## src/rtl/sync_serial_port_defs.svh

```systemverilog
`ifndef SYNC_SERIAL_PORT_DEFS_SVH
`define SYNC_SERIAL_PORT_DEFS_SVH

// register byte addresses
`define ADDR_STATUS 8'h94
`define ADDR_CONFIG 8'hA0
`define ADDR_IRQ_STATUS 8'hA4
`define ADDR_IRQ_MASK 8'hA8
`define ADDR_DATA 8'hAC

// status field positions
`define ST_SAMPLE 7
`define ST_EDGE 6
`define ST_DATA_ADDR 5
`define ST_STOP 4
`define ST_START 3
`define ST_DIR 2
`define ST_ADDR_UPD 1
`define ST_FULL 0

// config field positions
`define CF_ENABLE 0
`define CF_I2C 1
`define CF_MASTER 2
`define CF_POLARITY 3
`define CF_TEN_BIT 4

// interrupt bit positions
`define IRQ_RX 0
`define IRQ_START 1
`define IRQ_STOP 2
`define IRQ_ADDR_UPD 3

`define IRQ_TOP 3
`define SYNC_IDLE 2'h3
`define LINE_IDLE 1'b1

`define RESET_BYTE 8'h00
`define SOFT_BITS_MASK 8'hC0
`define BITS_PER_BYTE 4'h8

`endif

```

## src/rtl/sync_serial_port_pkg.sv

```systemverilog
package sync_serial_port_pkg;
    // one completed byte event from the shift engine
    typedef struct packed {
        logic valid;
        logic is_data;
        logic [7:0] value;
    } byte_event_s;

    // config bundle steering the pins
    typedef struct packed {
        logic enable;
        logic i2c;
        logic master;
        logic polarity;
        logic ten_bit;
    } port_cfg_s;
endpackage

```

## src/rtl/sync_serial_port_status.sv

```systemverilog
`timescale 1ns/1ns
`default_nettype none
`include "sync_serial_port_defs.svh"

module sync_serial_port_status (
    input wire logic clk_i,
    input wire logic sys_rst_i,
    // register port
    input wire logic [7:0] addr_i,
    input wire logic [7:0] wdata_i,
    input wire logic wr_i,
    input wire logic rd_i,
    output logic [7:0] rdata_o,
    output logic irq_o,
    // link pins, from outside the clock domain
    input wire logic scl_i,
    input wire logic sda_i,
    // events from the shift engine, same clock
    input wire logic rx_done_i,
    input wire logic rx_is_data_i,
    input wire logic [7:0] rx_byte_i,
    input wire logic tx_start_i,
    input wire logic tx_bits_done_i,
    input wire logic addr_match_i,
    input wire logic addr_rw_i,
    input wire logic nack_i,
    input wire logic addr_high_done_i,
    input wire logic [4:0] master_req_i,
    // outputs steering the pin and shift logic
    output logic sample_at_end_o,
    output logic slew_ctrl_on_o,
    output logic shift_on_rise_o,
    output logic smbus_levels_o,
    output logic clk_idle_level_o,
    output logic pins_to_port_o,
    output logic i2c_mode_o,
    output logic master_idle_o
);

    // synchronisers for the link pins
    // both pins idle high on the bus, so the chains reset to one and
    // no false start or stop can follow the release of reset
    logic [1:0] scl_sync_q;
    logic [1:0] sda_sync_q;
    logic scl_last_q;
    logic sda_last_q;
    // register state
    // every flag below is one bit of the status byte or its
    // companion config and interrupt registers
    logic [1:0] soft_bits_q; // sample phase and edge select
    sync_serial_port_pkg::port_cfg_s cfg_q;
    logic data_addr_q;
    logic stop_q;
    logic start_q;
    logic dir_q;
    logic addr_upd_q;
    logic full_q;
    logic [7:0] buf_q;
    logic [3:0] irq_stat_q;
    logic [3:0] irq_mask_q;
    // decoded conditions
    // these are plain wires, never registered, so they act in the
    // same cycle as the event that causes them
    logic start_det;
    logic stop_det;
    logic rd_buf;
    logic [3:0] irq_set;
    sync_serial_port_pkg::byte_event_s rx_ev;

    // address decode, used by the write logic and the data-read strobe
    // kept as a function so every register compares the address the same
    // way; a full byte compare means no aliasing on the port
    function automatic logic hit(input logic [7:0] a, input logic [7:0] ref_a);
        hit = (a == ref_a);
    endfunction

    assign rx_ev = '{valid: rx_done_i, is_data: rx_is_data_i, value: rx_byte_i};
    assign rd_buf = rd_i && hit(addr_i, `ADDR_DATA);

    // two flops per pin; only the second is read by the edge logic
    // the link clock is sampled by the system clock, so the link must run
    // well below a quarter of it for the edge logic to see every level
    // the last-value flops give the edge detectors their previous sample
    // trade-off: two cycles of latency for a clean, metastable-free level
    always_ff @(posedge clk_i) begin
        if (sys_rst_i) begin
            scl_sync_q <= `SYNC_IDLE;
            sda_sync_q <= `SYNC_IDLE;
            scl_last_q <= `LINE_IDLE;
            sda_last_q <= `LINE_IDLE;
        end else begin
            scl_sync_q <= {scl_sync_q[0], scl_i};
            sda_sync_q <= {sda_sync_q[0], sda_i};
            scl_last_q <= scl_sync_q[1];
            sda_last_q <= sda_sync_q[1];
        end
    end

    // start: sda falls while scl high; stop: sda rises while scl high
    // the clock must be high on both samples, so a data change right at
    // a clock edge is not mistaken for a bus condition
    // only decoded in two-wire mode; the serial-peripheral mode has no
    // such conditions and its data line may toggle freely
    assign start_det = cfg_q.i2c && scl_sync_q[1] && scl_last_q
                       && sda_last_q && !sda_sync_q[1];
    assign stop_det = cfg_q.i2c && scl_sync_q[1] && scl_last_q
                      && !sda_last_q && sda_sync_q[1];

    // configuration register, mode is one of two protocols
    // a single mode bit makes the two protocols mutually exclusive by
    // construction: there is no encoding that selects both at once
    // software should clear enable before changing mode, since the
    // shift engine is not reset here
    always_ff @(posedge clk_i) begin
        if (sys_rst_i) begin
            cfg_q <= '0;
        end else if (wr_i && hit(addr_i, `ADDR_CONFIG)) begin
            cfg_q.enable <= wdata_i[`CF_ENABLE];
            cfg_q.i2c <= wdata_i[`CF_I2C];
            cfg_q.master <= wdata_i[`CF_MASTER];
            cfg_q.polarity <= wdata_i[`CF_POLARITY];
            cfg_q.ten_bit <= wdata_i[`CF_TEN_BIT];
        end
    end

    // only the two upper status bits take software writes
    // the six lower bits are hardware flags; a status write never
    // disturbs them, so software can change the phase bits at any time
    // their meaning depends on the mode bit of the config register
    always_ff @(posedge clk_i) begin
        if (sys_rst_i) begin
            soft_bits_q <= 2'h0;
        end else if (wr_i && hit(addr_i, `ADDR_STATUS)) begin
            soft_bits_q <= wdata_i[`ST_SAMPLE:`ST_EDGE];
        end
    end

    // data/address kind of the last byte moved
    // a received byte reports its own kind; a transmitted byte is data,
    // since addresses are sent by the engine before any data starts
    // outside two-wire mode the flag simply holds its last value
    always_ff @(posedge clk_i) begin
        if (sys_rst_i) begin
            data_addr_q <= 1'b0;
        end else if (cfg_q.i2c && rx_ev.valid) begin
            data_addr_q <= rx_ev.is_data;
        end else if (cfg_q.i2c && tx_start_i) begin
            data_addr_q <= 1'b1;
        end
    end

    // start and stop flags: the last condition seen wins
    // setting one always clears the other, so at most one reads high
    // clearing the enable wins over a condition in the same cycle,
    // because a disabled port must not report bus activity
    always_ff @(posedge clk_i) begin
        if (sys_rst_i || !cfg_q.enable) begin
            start_q <= 1'b0;
            stop_q <= 1'b0;
        end else if (start_det) begin
            start_q <= 1'b1;
            stop_q <= 1'b0;
        end else if (stop_det) begin
            stop_q <= 1'b1;
            start_q <= 1'b0;
        end
    end

    // direction flag has two meanings by master/slave role
    // master: high while a transmission runs
    // slave: the read/write bit of the last matched address
    // limitation: in the slave role the value is only meaningful up to
    // the next start, stop or not-acknowledge, after which it reads zero
    always_ff @(posedge clk_i) begin
        if (sys_rst_i) begin
            dir_q <= 1'b0;
        end else if (cfg_q.master) begin
            if (tx_start_i) begin
                dir_q <= 1'b1;
            end else if (tx_bits_done_i) begin
                dir_q <= 1'b0;
            end
        end else if (addr_match_i) begin
            dir_q <= addr_rw_i;
        end else if (start_det || stop_det || nack_i) begin
            dir_q <= 1'b0;
        end
    end

    // ten-bit address update request; cleared by a write to the data register
    // the hardware event wins over the clearing write, so a request that
    // lands in the same cycle as the write is not lost
    // only raised with ten-bit addressing selected in two-wire mode
    always_ff @(posedge clk_i) begin
        if (sys_rst_i) begin
            addr_upd_q <= 1'b0;
        end else if (cfg_q.i2c && cfg_q.ten_bit && addr_high_done_i) begin
            addr_upd_q <= 1'b1;
        end else if (wr_i && hit(addr_i, `ADDR_DATA)) begin
            addr_upd_q <= 1'b0;
        end
    end

    // buffer full: set wins over the clearing read in the same cycle
    // a received byte marks the buffer full in either protocol
    // on two-wire transmit it stands for the data bits only; the engine
    // signals the end of them before the acknowledge slot
    // hazard: a read racing a new byte leaves the flag set, which is safe
    always_ff @(posedge clk_i) begin
        if (sys_rst_i) begin
            full_q <= 1'b0;
        end else if (rx_ev.valid) begin
            full_q <= 1'b1;
        end else if (cfg_q.i2c && tx_start_i) begin
            full_q <= 1'b1;
        end else if (cfg_q.i2c && tx_bits_done_i) begin
            full_q <= 1'b0;
        end else if (rd_buf) begin
            full_q <= 1'b0;
        end
    end

    // received byte holding; software writes load the outgoing byte
    // one shared byte for both directions, as the port is half duplex
    // from the software's view; a received byte overwrites a pending
    // outgoing one, so software must not write while receiving
    always_ff @(posedge clk_i) begin
        if (sys_rst_i) begin
            buf_q <= `RESET_BYTE;
        end else if (rx_ev.valid) begin
            buf_q <= rx_ev.value;
        end else if (wr_i && hit(addr_i, `ADDR_DATA)) begin
            buf_q <= wdata_i;
        end
    end

    // sticky interrupt bits: set wins over write-one-to-clear
    // writing a one clears only that bit; zeros leave bits untouched,
    // so software can acknowledge one event without losing another
    // an event in the clearing cycle stays pending
    assign irq_set = {addr_high_done_i && cfg_q.ten_bit, stop_det, start_det, rx_ev.valid};
    always_ff @(posedge clk_i) begin
        if (sys_rst_i) begin
            irq_stat_q <= 4'h0;
        end else if (wr_i && hit(addr_i, `ADDR_IRQ_STATUS)) begin
            irq_stat_q <= (irq_stat_q & ~wdata_i[`IRQ_TOP:0]) | irq_set;
        end else begin
            irq_stat_q <= irq_stat_q | irq_set;
        end
    end

    // interrupt mask
    // same layout as the status bits; a one lets that event through
    // all events are masked after reset
    always_ff @(posedge clk_i) begin
        if (sys_rst_i) begin
            irq_mask_q <= 4'h0;
        end else if (wr_i && hit(addr_i, `ADDR_IRQ_MASK)) begin
            irq_mask_q <= wdata_i[`IRQ_TOP:0];
        end
    end

    // interrupt line, registered
    // registering costs one cycle of latency but keeps the pin glitch free
    // the line is a level: it stays high until software clears the cause
    always_ff @(posedge clk_i) begin
        if (sys_rst_i) begin
            irq_o <= 1'b0;
        end else begin
            irq_o <= |(irq_stat_q & irq_mask_q);
        end
    end

    // read data, valid the cycle after the strobe; unmapped reads zero
    // returning zero outside read cycles keeps the shared read bus quiet
    // and lets an or-tree combine several slaves without a mux
    // reads have no side effect here except the buffer-full clear
    always_ff @(posedge clk_i) begin
        if (sys_rst_i) begin
            rdata_o <= `RESET_BYTE;
        end else if (rd_i) begin
            case (addr_i)
                `ADDR_STATUS: begin
                    rdata_o <= {soft_bits_q, data_addr_q, stop_q, start_q,
                                dir_q, addr_upd_q, full_q};
                end
                `ADDR_CONFIG: begin
                    rdata_o <= {3'h0, cfg_q.ten_bit, cfg_q.polarity, cfg_q.master,
                                cfg_q.i2c, cfg_q.enable};
                end
                `ADDR_IRQ_STATUS: begin
                    rdata_o <= {4'h0, irq_stat_q};
                end
                `ADDR_IRQ_MASK: begin
                    rdata_o <= {4'h0, irq_mask_q};
                end
                `ADDR_DATA: begin
                    rdata_o <= buf_q;
                end
                default: begin
                    rdata_o <= `RESET_BYTE;
                end
            endcase
        end else begin
            // no read this cycle: drive zero
            rdata_o <= `RESET_BYTE;
        end
    end

    // steering outputs, each registered; all but master_idle_o come from the config register and the phase bits
    // the phase bits mean different things in the two protocols, so each
    // phase-bit output is gated by the mode bit and only one meaning is ever live
    // idle is reported high out of reset since nothing is requested yet
    // one cycle of lag after a config write is harmless for pin steering
    always_ff @(posedge clk_i) begin
        if (sys_rst_i) begin
            sample_at_end_o <= 1'b0;
            slew_ctrl_on_o <= 1'b0;
            shift_on_rise_o <= 1'b0;
            smbus_levels_o <= 1'b0;
            clk_idle_level_o <= 1'b0;
            pins_to_port_o <= 1'b0;
            i2c_mode_o <= 1'b0;
            master_idle_o <= 1'b1;
        end else begin
            // the slave never sees phase set, so master-only gating is safe
            sample_at_end_o <= !cfg_q.i2c && cfg_q.master && soft_bits_q[1];
            slew_ctrl_on_o <= cfg_q.i2c && !soft_bits_q[1];
            // polarity flips which physical edge the edge bit means
            shift_on_rise_o <= !cfg_q.i2c && (soft_bits_q[0] ^ cfg_q.polarity);
            smbus_levels_o <= cfg_q.i2c && soft_bits_q[0];
            clk_idle_level_o <= !cfg_q.i2c && cfg_q.polarity;
            pins_to_port_o <= cfg_q.enable;
            i2c_mode_o <= cfg_q.i2c;
            master_idle_o <= !(dir_q || (|master_req_i));
        end
    end

endmodule // sync_serial_port_status
`default_nettype wire

```

## config.mk

```make
export PLATFORM = sky130hd
export DESIGN_NAME = sync_serial_port_status
export DESIGN_NICKNAME = d
export VERILOG_FILES = /design/src/rtl/sync_serial_port_pkg.sv /design/src/rtl/sync_serial_port_status.sv
export VERILOG_INCLUDE_DIRS = /design/src /design/src/rtl
export SDC_FILE = /design/constraint.sdc
export NUM_CORES = 1
export LEC_CHECK = 0
export BUFFER_PORTS_ARGS = -buffer_cell sky130_fd_sc_hd__buf_4
export CORE_MARGIN = 2
export CORE_UTILIZATION = 25
export CTS_CLUSTER_SIZE = 8
export DETAILED_ROUTE_END_ITERATION = 6
export GPL_TIMING_DRIVEN = 0
export HOLD_SLACK_MARGIN = 0.02
export PLACE_DENSITY = 0.42
export SYNTH_ARGS = -nofsm -noshare
export SYNTH_HDL_FRONTEND = slang
export SYNTH_SLANG_ARGS = --single-unit
```

## constraint.sdc

```tcl
create_clock -name clk_i -period 2.4 [get_ports clk_i]
set_input_delay 0.48 -clock clk_i [delete_from_list [all_inputs] [get_ports clk_i]]
set_output_delay 0.48 -clock clk_i [all_outputs]
set_load 0.05 [all_outputs]
```

==> results of run 1 <==
-- kinds of logic after synthesis --
group / share of synthesized area
buffers and inverters: 0.0477
xor gates and xnor gates: 0.00413
DFF: 0.490
muxes: 0.101
and+or+nand+nor: 0.198
AOI/OAI and AO/OA: 0.159
-- final cells by class --
| class | instances | area share |
|---|---|---|
| clock buffer | 6 | 0.0259 |
| inverter | 4 | 0.00535 |
| sequential | 52 | 0.371 |
| clock inverter | 2 | 0.0125 |
| multi-input combinational | 146 | 0.350 |
| timing repair buffer | 59 | 0.158 |
| buffer | 14 | 0.0308 |
| tap | 105 | 0.0468 |
-- sequential cells by signal (all words and copies together), names as in the netlist, 2 cells and up --
register / count
sda_sync_q: 2
rdata_o: 8
cfg_q: 5
scl_sync_q: 2
buf_q: 8
soft_bits_q: 2
irq_stat_q: 4
irq_mask_q: 4
-- power groups by stage --
stage | combinational, mW | clock [mW] | sequential [mW]
finish | 0.146 | 0.596 | 0.890
global route | 0.160 | 0.651 | 0.893
CTS | 0.148 | 0.625 | 0.890
detailed placement | 0.147 | 0 | 0.910
global placement | 0.147 | 0 | 0.909
floorplan | 0.0574 | 0 | 0.910
-- metal layers --
layer,vias up,global-route usage,routed length (um)
met5,-,0,0
met4,0,0.0452,67
met3,7,0.0290,358
met2,52,0.223,2860
met1,836,0.180,2920
li1,902,-,-
-- cell usage in the layout, fill, tap and decap left out, types with 2 or more instances in the layout --
cell,n
buf_4,63
dfxtp_1,52
nor2_1,24
mux2i_1,18
nand2_1,16
a21oi_1,15
a211oi_1,9
clkbuf_1,6
or2_2,6
nor2b_1,5
a32oi_1,5
o21ai_0,5
a22oi_1,5
clkbuf_8,5
nand3b_1,3
buf_2,3
inv_1,3
mux2_2,3
a22o_1,3
nand3_1,3
and3_1,2
nand4_1,2
nor3b_1,2
buf_6,2
and2_2,2
nor3_1,2
-- cell usage after synthesis (2+ instances only) --
| cell | n |
|---|---|
| dfxtp_1 | 52 |
| nor2_1 | 24 |
| mux2i_1 | 18 |
| nand2_1 | 16 |
| a21oi_1 | 15 |
| a211oi_1 | 9 |
| or2_2 | 6 |
| a22oi_1 | 5 |
| a32oi_1 | 5 |
| clkbuf_1 | 5 |
| nor2b_1 | 5 |
| o21ai_0 | 5 |
| buf_4 | 4 |
| a22o_1 | 3 |
| buf_2 | 3 |
| inv_1 | 3 |
| mux2_2 | 3 |
| nand3_1 | 3 |
| nand3b_1 | 3 |
| and2_2 | 2 |
| and3_1 | 2 |
| buf_6 | 2 |
| nand4_1 | 2 |
| nor3_1 | 2 |
| nor3b_1 | 2 |
-- worst paths after layout --
path,to,slack (ns)
max,rdata_o[0]$_SDFF_PP0_,0.68
min,master_idle_o$_SDFF_PP1_,0.34
max reg2reg,master_idle_o$_SDFF_PP1_,1.26
min reg2reg,sda_sync_q[1]$_SDFF_PP1_,0.41
==> impl_results.md, run 1 <==
* DRT Pass-1 Iters at 5
* Gr ovfl total at 0
* Clock slew at reported path FFs at 0.09 ns
* Skew-Pair Late Insertion Delay at ~0.30 ns
* Routed len/inst at 16.0 um
* EDFF count, synth at 0
* Number of global-route vias before repair at roughly 1.7k
* Total of warnings raised by yosys at 0
* Layout Nets at between 300 and 400
* Design Power at around 1.6 mW
* Max_slew headroom at 0.421
* Period utilisation layout at 0.716
* HP Class: in -> reg
* Pint at approximately 1.3 mW
* Final worst slack at just under 0.7 ns
* Critical path's slowest cell: o2111ai_1
* TNS Setup at 0 ns
* Fillers at ~880
* Via density at ~4.6
* Top delay family on crit path: compound AO/OA/AOI/OAI gates
* Clock group share of total power at 0.365
* Fin Clk Skew at between 0.007 and 0.008 ns
* Startpoint types: primary input
* Max-Cap Viols at 0
* Comb power frac at 0.089
* CTS sink cnt at 52
* Hpwl dp at approximately 4600 um
* Vias at around 1.8k
* FFs w/ async S/R, synth at 0
* Final min period at 1.72 ns
* Top-Level Pins at 60
* TritonCTS Buffers at 5
* Seq cells post-synth at between 50 and 60
* Hold Path Cell Cnt at 2
* Main synth FF type: dfxtp_1
* CP bufs+invs at 1
* Crit path DAT at a little under 2 ns
* Status: finished clean
* Rows at 33
* Post-route cell area at between 0.002 and 0.003 sq mm
* DP Cell Count at 380
* Gr usage total at 0.137
* Sw frac at 0.224
* PwrDens at approximately 580 mW/mm^2
* Crit path cell chain: buf_4 -> nor4b_4 -> o2111ai_1 -> a21oi_1
* Post-cts sizing count at 0
* Cell area after synthesis at ~0.0021 sq mm
* Levels on crit path at 4
* Max Fclk at between 500 and 600 MHz
* Hold_ws at roughly 0.34 ns
* Setup WS pre-CTS at approximately 0.32 ns
* Slew at the pin closest to its max-slew limit at ~0.87 ns
* Core area at 0.00822 sq mm
* Multi-input logic area at approximately 1000 sq um
* Net Sw Power at between 0.3 and 0.4 mW
* Util after Layout at 0.341
* TritonCTS clock tree: yes
* Register area at 0.00104 sq mm
* Crit Path Category: in -> reg
* Yosys cell types at 42
* Pleak at 1.14 nW
* Initial antenna violation count at 0
* Die area at between 0.009 and 0.01 sq mm
* Initial core utilization at 0.258
* Maximum fanout along the worst path at 9
* Origin of the critical flop-to-flop path: dir_q$_SDFFE_PP0P_
* Overall die width at a little under 100 um
* Worst Min Path Start: master_req_i[2]
* First-pass GRT wire length at 9250 um
* Fin. max-slew vios at 0
* RePlAce Congestion at a little under 0.8
* Worst ir drop on vdd at about 0.23 mV
* Die H at just under 100 um
* Synth top area share at 0.490
* Finished Layout Cells at just under 400
* Sequential share of power at 0.546
* R2R depth at 2
* # hold bufs at CTS at 0
* Residual DRC at 0
* Drt total wl at approximately 6200 um
* Top post-synthesis cells by area: dfxtp_1, mux2i_1, nor2_1, a21oi_1, a211oi_1
* Syn Nets at between 200 and 300
* Iter 0 DRT Violations at 102
* CP startpoint: addr_i[1]
* Layout area overhead at 32.1%
* CTS Buffer Depth at 2
* WP data required at 2.62 ns
* Register area share after synthesis at 0.490
* Final setup fails at 0
* Share of layout cells above drive strength 1 at 0.318
* Crit path capture type: flip-flop
* Largest net degree at the start of global routing at 16
* Post-CTS repair timing setup buffer count at 0
* Leading area contributor after synthesis: dfxtp_1
* Htree depth at 2
* Hold Vio Cnt, Final at 0
* Number of port buffers at just under 60
* # diodes at 0
* Setup repair after global routing missed its margin: false
* Cells after Synth at approximately 220
* DP Area at ~0.0027 sq mm
* Final ANT Viol Nets at 0
* CTS root buffer: clkbuf_8
* Synth Area per Inst at 9.83 sq um
* Max incr delay on CP at about 0.54 ns
(Power assumes the default switching activity.)
==> run 2, diff against run 1 <==
- ABC_AREA: not set -> 1
- PLACE_DENSITY: 0.42 -> 0.43
- clock period: 2.4 -> 1.4 ns (I/O delays scaled with it)
==> impl_results.md, run 2 <==
* Status: finished clean (unchanged)
* Setup repair after global routing missed its margin: false (unchanged)
* Layout Nets at 419 (was 325)
* RePlAce Congestion at 0.807 (was 0.786)
* Layout area overhead at 28.7% (was 32.1%)
* Most common cell in the netlist: nand2_1 (was dfxtp_1)
* Drt total wl at 6720 um (was 6200 um)
* Commonest non-fill, non-tap cell in the layout: nand2_1 (was buf_4)
* # hold bufs at CTS at 0 (unchanged)
* Iter 0 DRT Violations at 76 (was 102)
* Hold Vio Cnt, Final at 0 (unchanged)
* Synth Area per Inst at 7.36 sq um (was 9.83 sq um)
* Gr usage total at 0.139 (was 0.137)
* Leading area contributor after synthesis: dfxtp_1 (unchanged)
* EDFF count, synth at 0 (unchanged)
* Final worst slack at 0.181 ns (was 0.681 ns)
* Top-Level Pins at 60 (unchanged)
* Share of layout cells above drive strength 1 at 0.279 (was 0.318)
* CTS Buffer Depth at 2 (unchanged)
* Pleak at 1.26 nW (was 1.14 nW)
* Synth Area in XOR/XNOR at 0 (was 0.00412)
* Main combinational cell family by area after synthesis: simple AND/OR/NAND/NOR gates (unchanged)
* Synth Area in Adders at 0 (unchanged)
* Post-CTS repair timing setup buffer count at 0 (unchanged)
* Seq cells post-synth at 52 (unchanged)
* Synth top area share at 0.453 (was 0.490)
* Initial antenna violation count at 0 (unchanged)
* CP startpoint: cfg_q[3]$_SDFFE_PP0P_ (was addr_i[1])
* Yosys cell types at 30 (was 42)
* Cells after Synth at 312 (was 216)
* Total of warnings raised by yosys at 0 (unchanged)
* Worst ir drop on vdd at 0.406 mV (was 0.232 mV)
* Regs by FF count: buf_q: 8 flops, rdata_o: 8 flops, cfg_q: 5 flops (unchanged)
* Reg2reg end: start_q$_SDFFE_PP0P_ (was master_idle_o$_SDFF_PP1_)
* R2r setup slk at 0.18 ns (was 1.26 ns)
* Most frequent cells in the layout: nand2_1, buf_4, dfxtp_1 (was buf_4, dfxtp_1, nor2_1)
* DRT Pass-1 Iters at 4 (was 5)
* Largest net degree at the start of global routing at 19 (was 16)
* Post-cts sizing count at 0 (unchanged)
* Worst Min Path Start: scl_i (was master_req_i[2])
* Hpwl dp at 5210 um (was 4600 um)
* Die area at 0.00997 sq mm (was 0.00925 sq mm)
* Post-route cell area at 0.00296 sq mm (was 0.00281 sq mm)
* Compound-cell area share of the yosys netlist at 0.0937 (was 0.159)
* DP Area at 0.00286 sq mm (was 0.00270 sq mm)
* Htree depth at 2 (unchanged)
* Max Fclk at 820 MHz
* Final ANT Viol Nets at 0 (unchanged)
* Max-Cap Viols at 0 (unchanged)
* FFs w/ async S/R, synth at 0 (unchanged)
* Clock slew at reported path FFs at 0.11 ns (was 0.09 ns)
* Gr ovfl total at 0 (unchanged)
* First-pass GRT wire length at 10,800 um (was 9250 um)
* Register area share after synthesis at 0.453 (was 0.490)
* Max_slew headroom at 0.651 (was 0.421)
* Crit path DAT at 1.46 ns (was 1.93 ns)
* Worst setup path endpoint: start_q$_SDFFE_PP0P_ (was rdata_o[0]$_SDFF_PP0_)
* Residual DRC at 0 (unchanged)
* Rows at 34 (was 33)
* TritonCTS clock tree: yes (unchanged)
* # diodes at 0 (unchanged)
* WP data required at 1.64 ns (was 2.62 ns)
* Post-Synth Simple-Gate Area at 0.382 (was 0.198)
* Origin of the critical flop-to-flop path: cfg_q[3]$_SDFFE_PP0P_ (was dir_q$_SDFFE_PP0P_)
* Number of global-route vias before repair at 2,057 (was 1,716)
* Top post-synthesis cells by area: dfxtp_1, nand2_1, nand3_1, nor2_1, a21oi_1 (was dfxtp_1, mux2i_1, nor2_1, a21oi_1, a211oi_1)
* HP Class: in -> reg (unchanged)
* Skew-Pair Late Insertion Delay at 0.31 ns (was 0.30 ns)
* Core area at 0.00881 sq mm (was 0.00822 sq mm)
* Final setup fails at 0 (unchanged)
* Mux cell area share after synthesis at 0 (was 0.101)
* Maximum fanout along the worst path at 6 (was 9)
* Vias at 2,174 (was 1,797)
* Number of port buffers at 57 (was 59)
* CTS root buffer: clkbuf_8 (unchanged)
* Crit path capture type: flip-flop (unchanged)
* Period utilisation layout at 0.871
* PwrDens at 925 mW/mm^2 (was 581 mW/mm^2)
* Fin. max-slew vios at 0 (unchanged)
* Startpoint types: flip-flop (was primary input)
* Setup WS pre-CTS at -0.0937 ns (was 0.317 ns)
* Overall die width at 99.9 um (was 96.2 um)
* TritonCTS Buffers at 5 (unchanged)
* Routed len/inst at 13.9 um (was 16.0 um)
* Fin Clk Skew at 0.0117 ns (was 0.00706 ns)
* Syn Nets at 355 (was 259)
* Cell area after synthesis at 0.00230 sq mm (was 0.00212 sq mm)
* Initial core utilization at 0.261 (was 0.258)
* Main synth FF type: dfxtp_1 (unchanged)
* Design Power at 2.73 mW (was 1.63 mW)
* Crit Path Category: reg -> reg (was in -> reg)
* Commonest cells post-synth: nand2_1, dfxtp_1, nand3_1 (was dfxtp_1, nor2_1, mux2i_1)
* Slew at the pin closest to its max-slew limit at 0.524 ns (was 0.867 ns)
* R2R depth at 3 (was 2)
* CTS sink cnt at 52 (unchanged)
* Final min period at roughly 1.2 ns
* Die H at 99.9 um (was 96.2 um)
* Via density at 4.48 (was 4.63)
==> run 2: per-stage QoR <==
stage          utilization  hold slack [ns]  setup TNS (ns)  std cells
2_1_floorplan            -            0.384               0        312
6_report             0.336            0.140               0        485
3_3_place_gp         0.325            0.397          -0.757        477
5_1_grt              0.336            0.133               0        485
3_5_place_dp         0.325            0.393          -0.642        477
4_1_cts              0.336            0.131               0        485
==> run 2: area by class of cell <==
class / count / area (sq um)
plain buffers: 10 / 55.1
clock inverters: 3 / 27.5
inverters: 28 / 108
repair buffers: 57 / 428
well taps: 108 / 135
multi-input cells: 222 / 1090
flip-flops and latches: 52 / 1040
fillers: 974 / 5850
clock buffers: 5 / 68.8
==> run 2: worst min-delay path by stage <==
stage	cells after the start	slack, ns	end
floorplan	1	0.38	scl_sync_q[0]$_SDFF_PP1_
detailed placement	1	0.39	sda_sync_q[1]$_SDFF_PP1_
global route	2	0.13	scl_sync_q[0]$_SDFF_PP1_
CTS	2	0.13	scl_sync_q[0]$_SDFF_PP1_
finish	2	0.14	scl_sync_q[0]$_SDFF_PP1_
global placement	1	0.40	sda_sync_q[1]$_SDFF_PP1_
==> run 2: critical path: stages, from the launching register on <==
cell and delay [ns]:
dfxtp_1 0.50, nand3_1 0.14, nand3b_1 0.29, a21boi_0 0.21
==> run 2: routing by layer <==
layer / part of all wire / track usage / vias to the layer above / wire length, um
met4: 0.011 / 0.0348 / 0 / 76
li1: - / - / 1136 / -
met1: 0.49 / 0.193 / 966 / 3310
met5: 0 / 0 / - / 0
met2: 0.45 / 0.223 / 64 / 3000
met3: 0.049 / 0.0265 / 8 / 326
==> run 2: kinds of logic after synthesis <==
family	after synthesis
flops	52
buf+inv	38
compound gates	39
simple gates	183
==> run 2: where the power goes <==
part	internal (mW)	total, mW	switching [mW]	leakage [nW]
Sequential	1.51	1.53	0.0179	0.423
Combinational	0.129	0.296	0.167	0.795
Clock	0.368	0.911	0.543	0.0463
==> run 3, diff against run 2 <==
--- a/config.mk
+++ b/config.mk
@@ -10,11 +10,12 @@
 export BUFFER_PORTS_ARGS = -buffer_cell sky130_fd_sc_hd__buf_4
 export CORE_MARGIN = 2
-export CORE_UTILIZATION = 25
+export CORE_UTILIZATION = 47
 export CTS_CLUSTER_SIZE = 8
 export DETAILED_ROUTE_END_ITERATION = 6
 export GPL_TIMING_DRIVEN = 0
 export HOLD_SLACK_MARGIN = 0.02
-export PLACE_DENSITY = 0.43
+export PLACE_DENSITY = 0.73
 export SYNTH_ARGS = -nofsm -noshare
 export SYNTH_HDL_FRONTEND = slang
 export SYNTH_SLANG_ARGS = --single-unit
+export TNS_END_PERCENT = 5
==> constraint.sdc (replaced) <==
create_clock -name clk_i -period 1.4 [get_ports clk_i]
set_input_delay 0.21 -clock clk_i [delete_from_list [all_inputs] [get_ports clk_i]]
set_output_delay 0.21 -clock clk_i [all_outputs]
set_load 0.05 [all_outputs]
==> impl_results.md, run 3 (synthesized netlist as in run 2, its figures left out) <==
* R2r setup slk at 0.21 ns (was 0.18 ns)
* Hold Path Cell Cnt at 2 (unchanged)
* DRT Pass-1 Iters at 4 (unchanged)
* First-pass GRT wire length at 9310 um (was 10,800 um)
* Status: finished clean (unchanged)
* Reg2reg end: dir_q$_SDFFE_PP0P_ (was start_q$_SDFFE_PP0P_)
* CTS Buffer Depth at 2 (unchanged)
* Initial core utilization at 0.486 (was 0.261)
* Crit path capture type: flip-flop (unchanged)
* Period utilisation layout at 0.847 (was 0.871)
* Share of layout cells above drive strength 1 at 0.277 (was 0.279)
* Slew at the pin closest to its max-slew limit at 0.543 ns (was 0.524 ns)
* Overall die width at 73.9 um (was 99.9 um)
* RePlAce Congestion at 0.856 (was 0.807)
* Worst Min Path Start: scl_i (unchanged)
* Layout Nets at 419 (unchanged)
* Routed len/inst at 12.9 um (was 13.9 um)
* Post-CTS repair timing setup buffer count at 0 (unchanged)
* Die area at 0.00546 sq mm (was 0.00997 sq mm)
* Finished Layout Cells at 443 (was 485)
* Via density at 4.85 (was 4.48)
* Iter 0 DRT Violations at 146 (was 76)
* Top-Level Pins at 60 (unchanged)
* Util after Layout at 0.614 (was 0.336)
* Metal3 WL at 273 um (was 326 um)
* Pleak at 1.27 nW (was 1.26 nW)
* Met1 wire length at 2740 um (was 3310 um)
* TritonCTS Buffers at 5 (unchanged)
* Final min period at 1.19 ns (was 1.22 ns)
* Die H at 73.9 um (was 99.9 um)
* Hpwl dp at 4400 um (was 5210 um)
* Regs by FF count: buf_q: 8 flops, rdata_o: 8 flops, cfg_q: 5 flops (unchanged)
* Number of global-route vias before repair at 1,954 (was 2,057)
* Routed wire length on met2 at 2600 um (was 3000 um)
* Commonest non-fill, non-tap cell in the layout: nand2_1 (unchanged)
* Post-cts sizing count at 0 (unchanged)
* Setup repair after global routing missed its margin: false (unchanged)
* Max-Cap Viols at 0 (unchanged)
* PwrDens at 932 mW/mm^2 (was 925 mW/mm^2)
* Origin of the critical flop-to-flop path: cfg_q[3]$_SDFFE_PP0P_ (unchanged)
* DP Cell Count at 436 (was 477)
* Vias at 2,149 (was 2,174)
* Gr ovfl total at 0 (unchanged)
* Number of port buffers at 57 (unchanged)
* Residual DRC at 0 (unchanged)
* Core area at 0.00472 sq mm (was 0.00881 sq mm)
* Maximum fanout along the worst path at 6 (unchanged)
* # diodes at 0 (unchanged)
* Hold Vio Cnt, Final at 0 (unchanged)
* Startpoint types: flip-flop (unchanged)
* Final ANT Viol Nets at 0 (unchanged)
* WP data required at 1.60 ns (was 1.64 ns)
* Gr usage total at 0.226 (was 0.139)
* Worst ir drop on vdd at 0.627 mV (was 0.406 mV)
* TritonCTS clock tree: yes (unchanged)
* Fin Clk Skew at 0.00395 ns (was 0.0117 ns)
* R2R depth at 4 (was 3)
* CTS root buffer: clkbuf_8 (unchanged)
* Top Metal Used: met4 (unchanged)
* # hold bufs at CTS at 0 (unchanged)
* Max_slew headroom at 0.638 (was 0.651)
* Crit path DAT at 1.39 ns (was 1.46 ns)
* Max Fclk at 843 MHz (was 820 MHz)
* Initial antenna violation count at 0 (unchanged)
* Drt total wl at 5720 um (was 6720 um)
* Rows at 25 (was 34)
* Htree depth at 2 (unchanged)
* Clock slew at reported path FFs at 0.09 ns (was 0.11 ns)
* Final setup fails at 0 (unchanged)
* Largest net degree at the start of global routing at 16 (was 19)
* TNS Setup at 0 ns (unchanged)
* Layout area overhead at 26.3% (was 28.7%)
* Skew-Pair Late Insertion Delay at 0.30 ns (was 0.31 ns)
* Fin. max-slew vios at 0 (unchanged)
* Most frequent cells in the layout: nand2_1, buf_4, dfxtp_1 (unchanged)
* CTS sink cnt at 52 (unchanged)
* Crit Path Category: reg -> reg (unchanged)
* Hold endpoint: scl_sync_q[0]$_SDFF_PP1_ (unchanged)
* HP Class: in -> reg (unchanged)
==> run 3: cell types whose count changed in the layout (fill, tap and decap cells not counted), sizes merged <==
cell / previous run / this run
clkbuf: 10 / 11
clkinvlp: 1 / 0
inv: 29 / 28
==> run 3: critical path, stage by stage (launching register included) <==
cell,delay (ns)
dfxtp_1,0.48
nand3_1,0.13
nand3b_1,0.29
nand3_1,0.12
a21oi_1,0.06
==> run 3: area by class of cell <==
cell class                      instances  area (sq um)
Multi-Input combinational cell        222          1090
Timing Repair Buffer                   57           428
Clock inverter                          1          8.76
Buffer                                 10          55.1
Sequential cell                        52          1040
Fill cell                             460          1820
Clock buffer                            6          82.6
Tap cell                               67          83.8
Inverter                               28           108
==> run 3: how the worst max path moves through the flow <==
stage,slack [ns],cells after the start,startpoint,to
after floorplan,0.36,6,addr_i[1],cfg_q[3]$_SDFFE_PP0P_
after global placement,0.05,7,addr_i[1],cfg_q[2]$_SDFFE_PP0P_
after detailed placement,0.02,7,addr_i[1],cfg_q[1]$_SDFFE_PP0P_
final,0.21,4,cfg_q[3]$_SDFFE_PP0P_,dir_q$_SDFFE_PP0P_
after CTS,0.22,4,cfg_q[3]$_SDFFE_PP0P_,dir_q$_SDFFE_PP0P_
after global routing,0.14,5,cfg_q[3]$_SDFFE_PP0P_,dir_q$_SDFFE_PP0P_
==> run 3: where the power goes <==
| part | internal, mW | leakage (nW) | switching, mW |
|---|---|---|---|
| clock network | 0.395 | 0.0473 | 0.490 |
| registers | 1.51 | 0.423 | 0.0182 |
| logic | 0.129 | 0.795 | 0.161 |
==> run 3: metrics by stage <==
| stage | hold slack (ns) | setup WS [ns] | total power, mW | area, sq um |
|---|---|---|---|---|
| floorplan | 0.314 | 0.362 | 1.71 | 2300 |
| detailed placement | 0.393 | 0.0245 | 1.85 | 2810 |
| global route | 0.0713 | 0.141 | 2.80 | 2900 |
| global placement | 0.392 | 0.0513 | 1.85 | 2810 |
| finish | 0.0844 | 0.214 | 2.70 | 2900 |
| CTS | 0.0808 | 0.217 | 2.71 | 2900 |
==> run 3: metal layers <==
layer | track usage | vias up
met2 | 0.360 | 63
met4 | 0.0747 | 0
met1 | 0.308 | 946
met3 | 0.0439 | 6
met5 | 0 | -
li1 | - | 1134
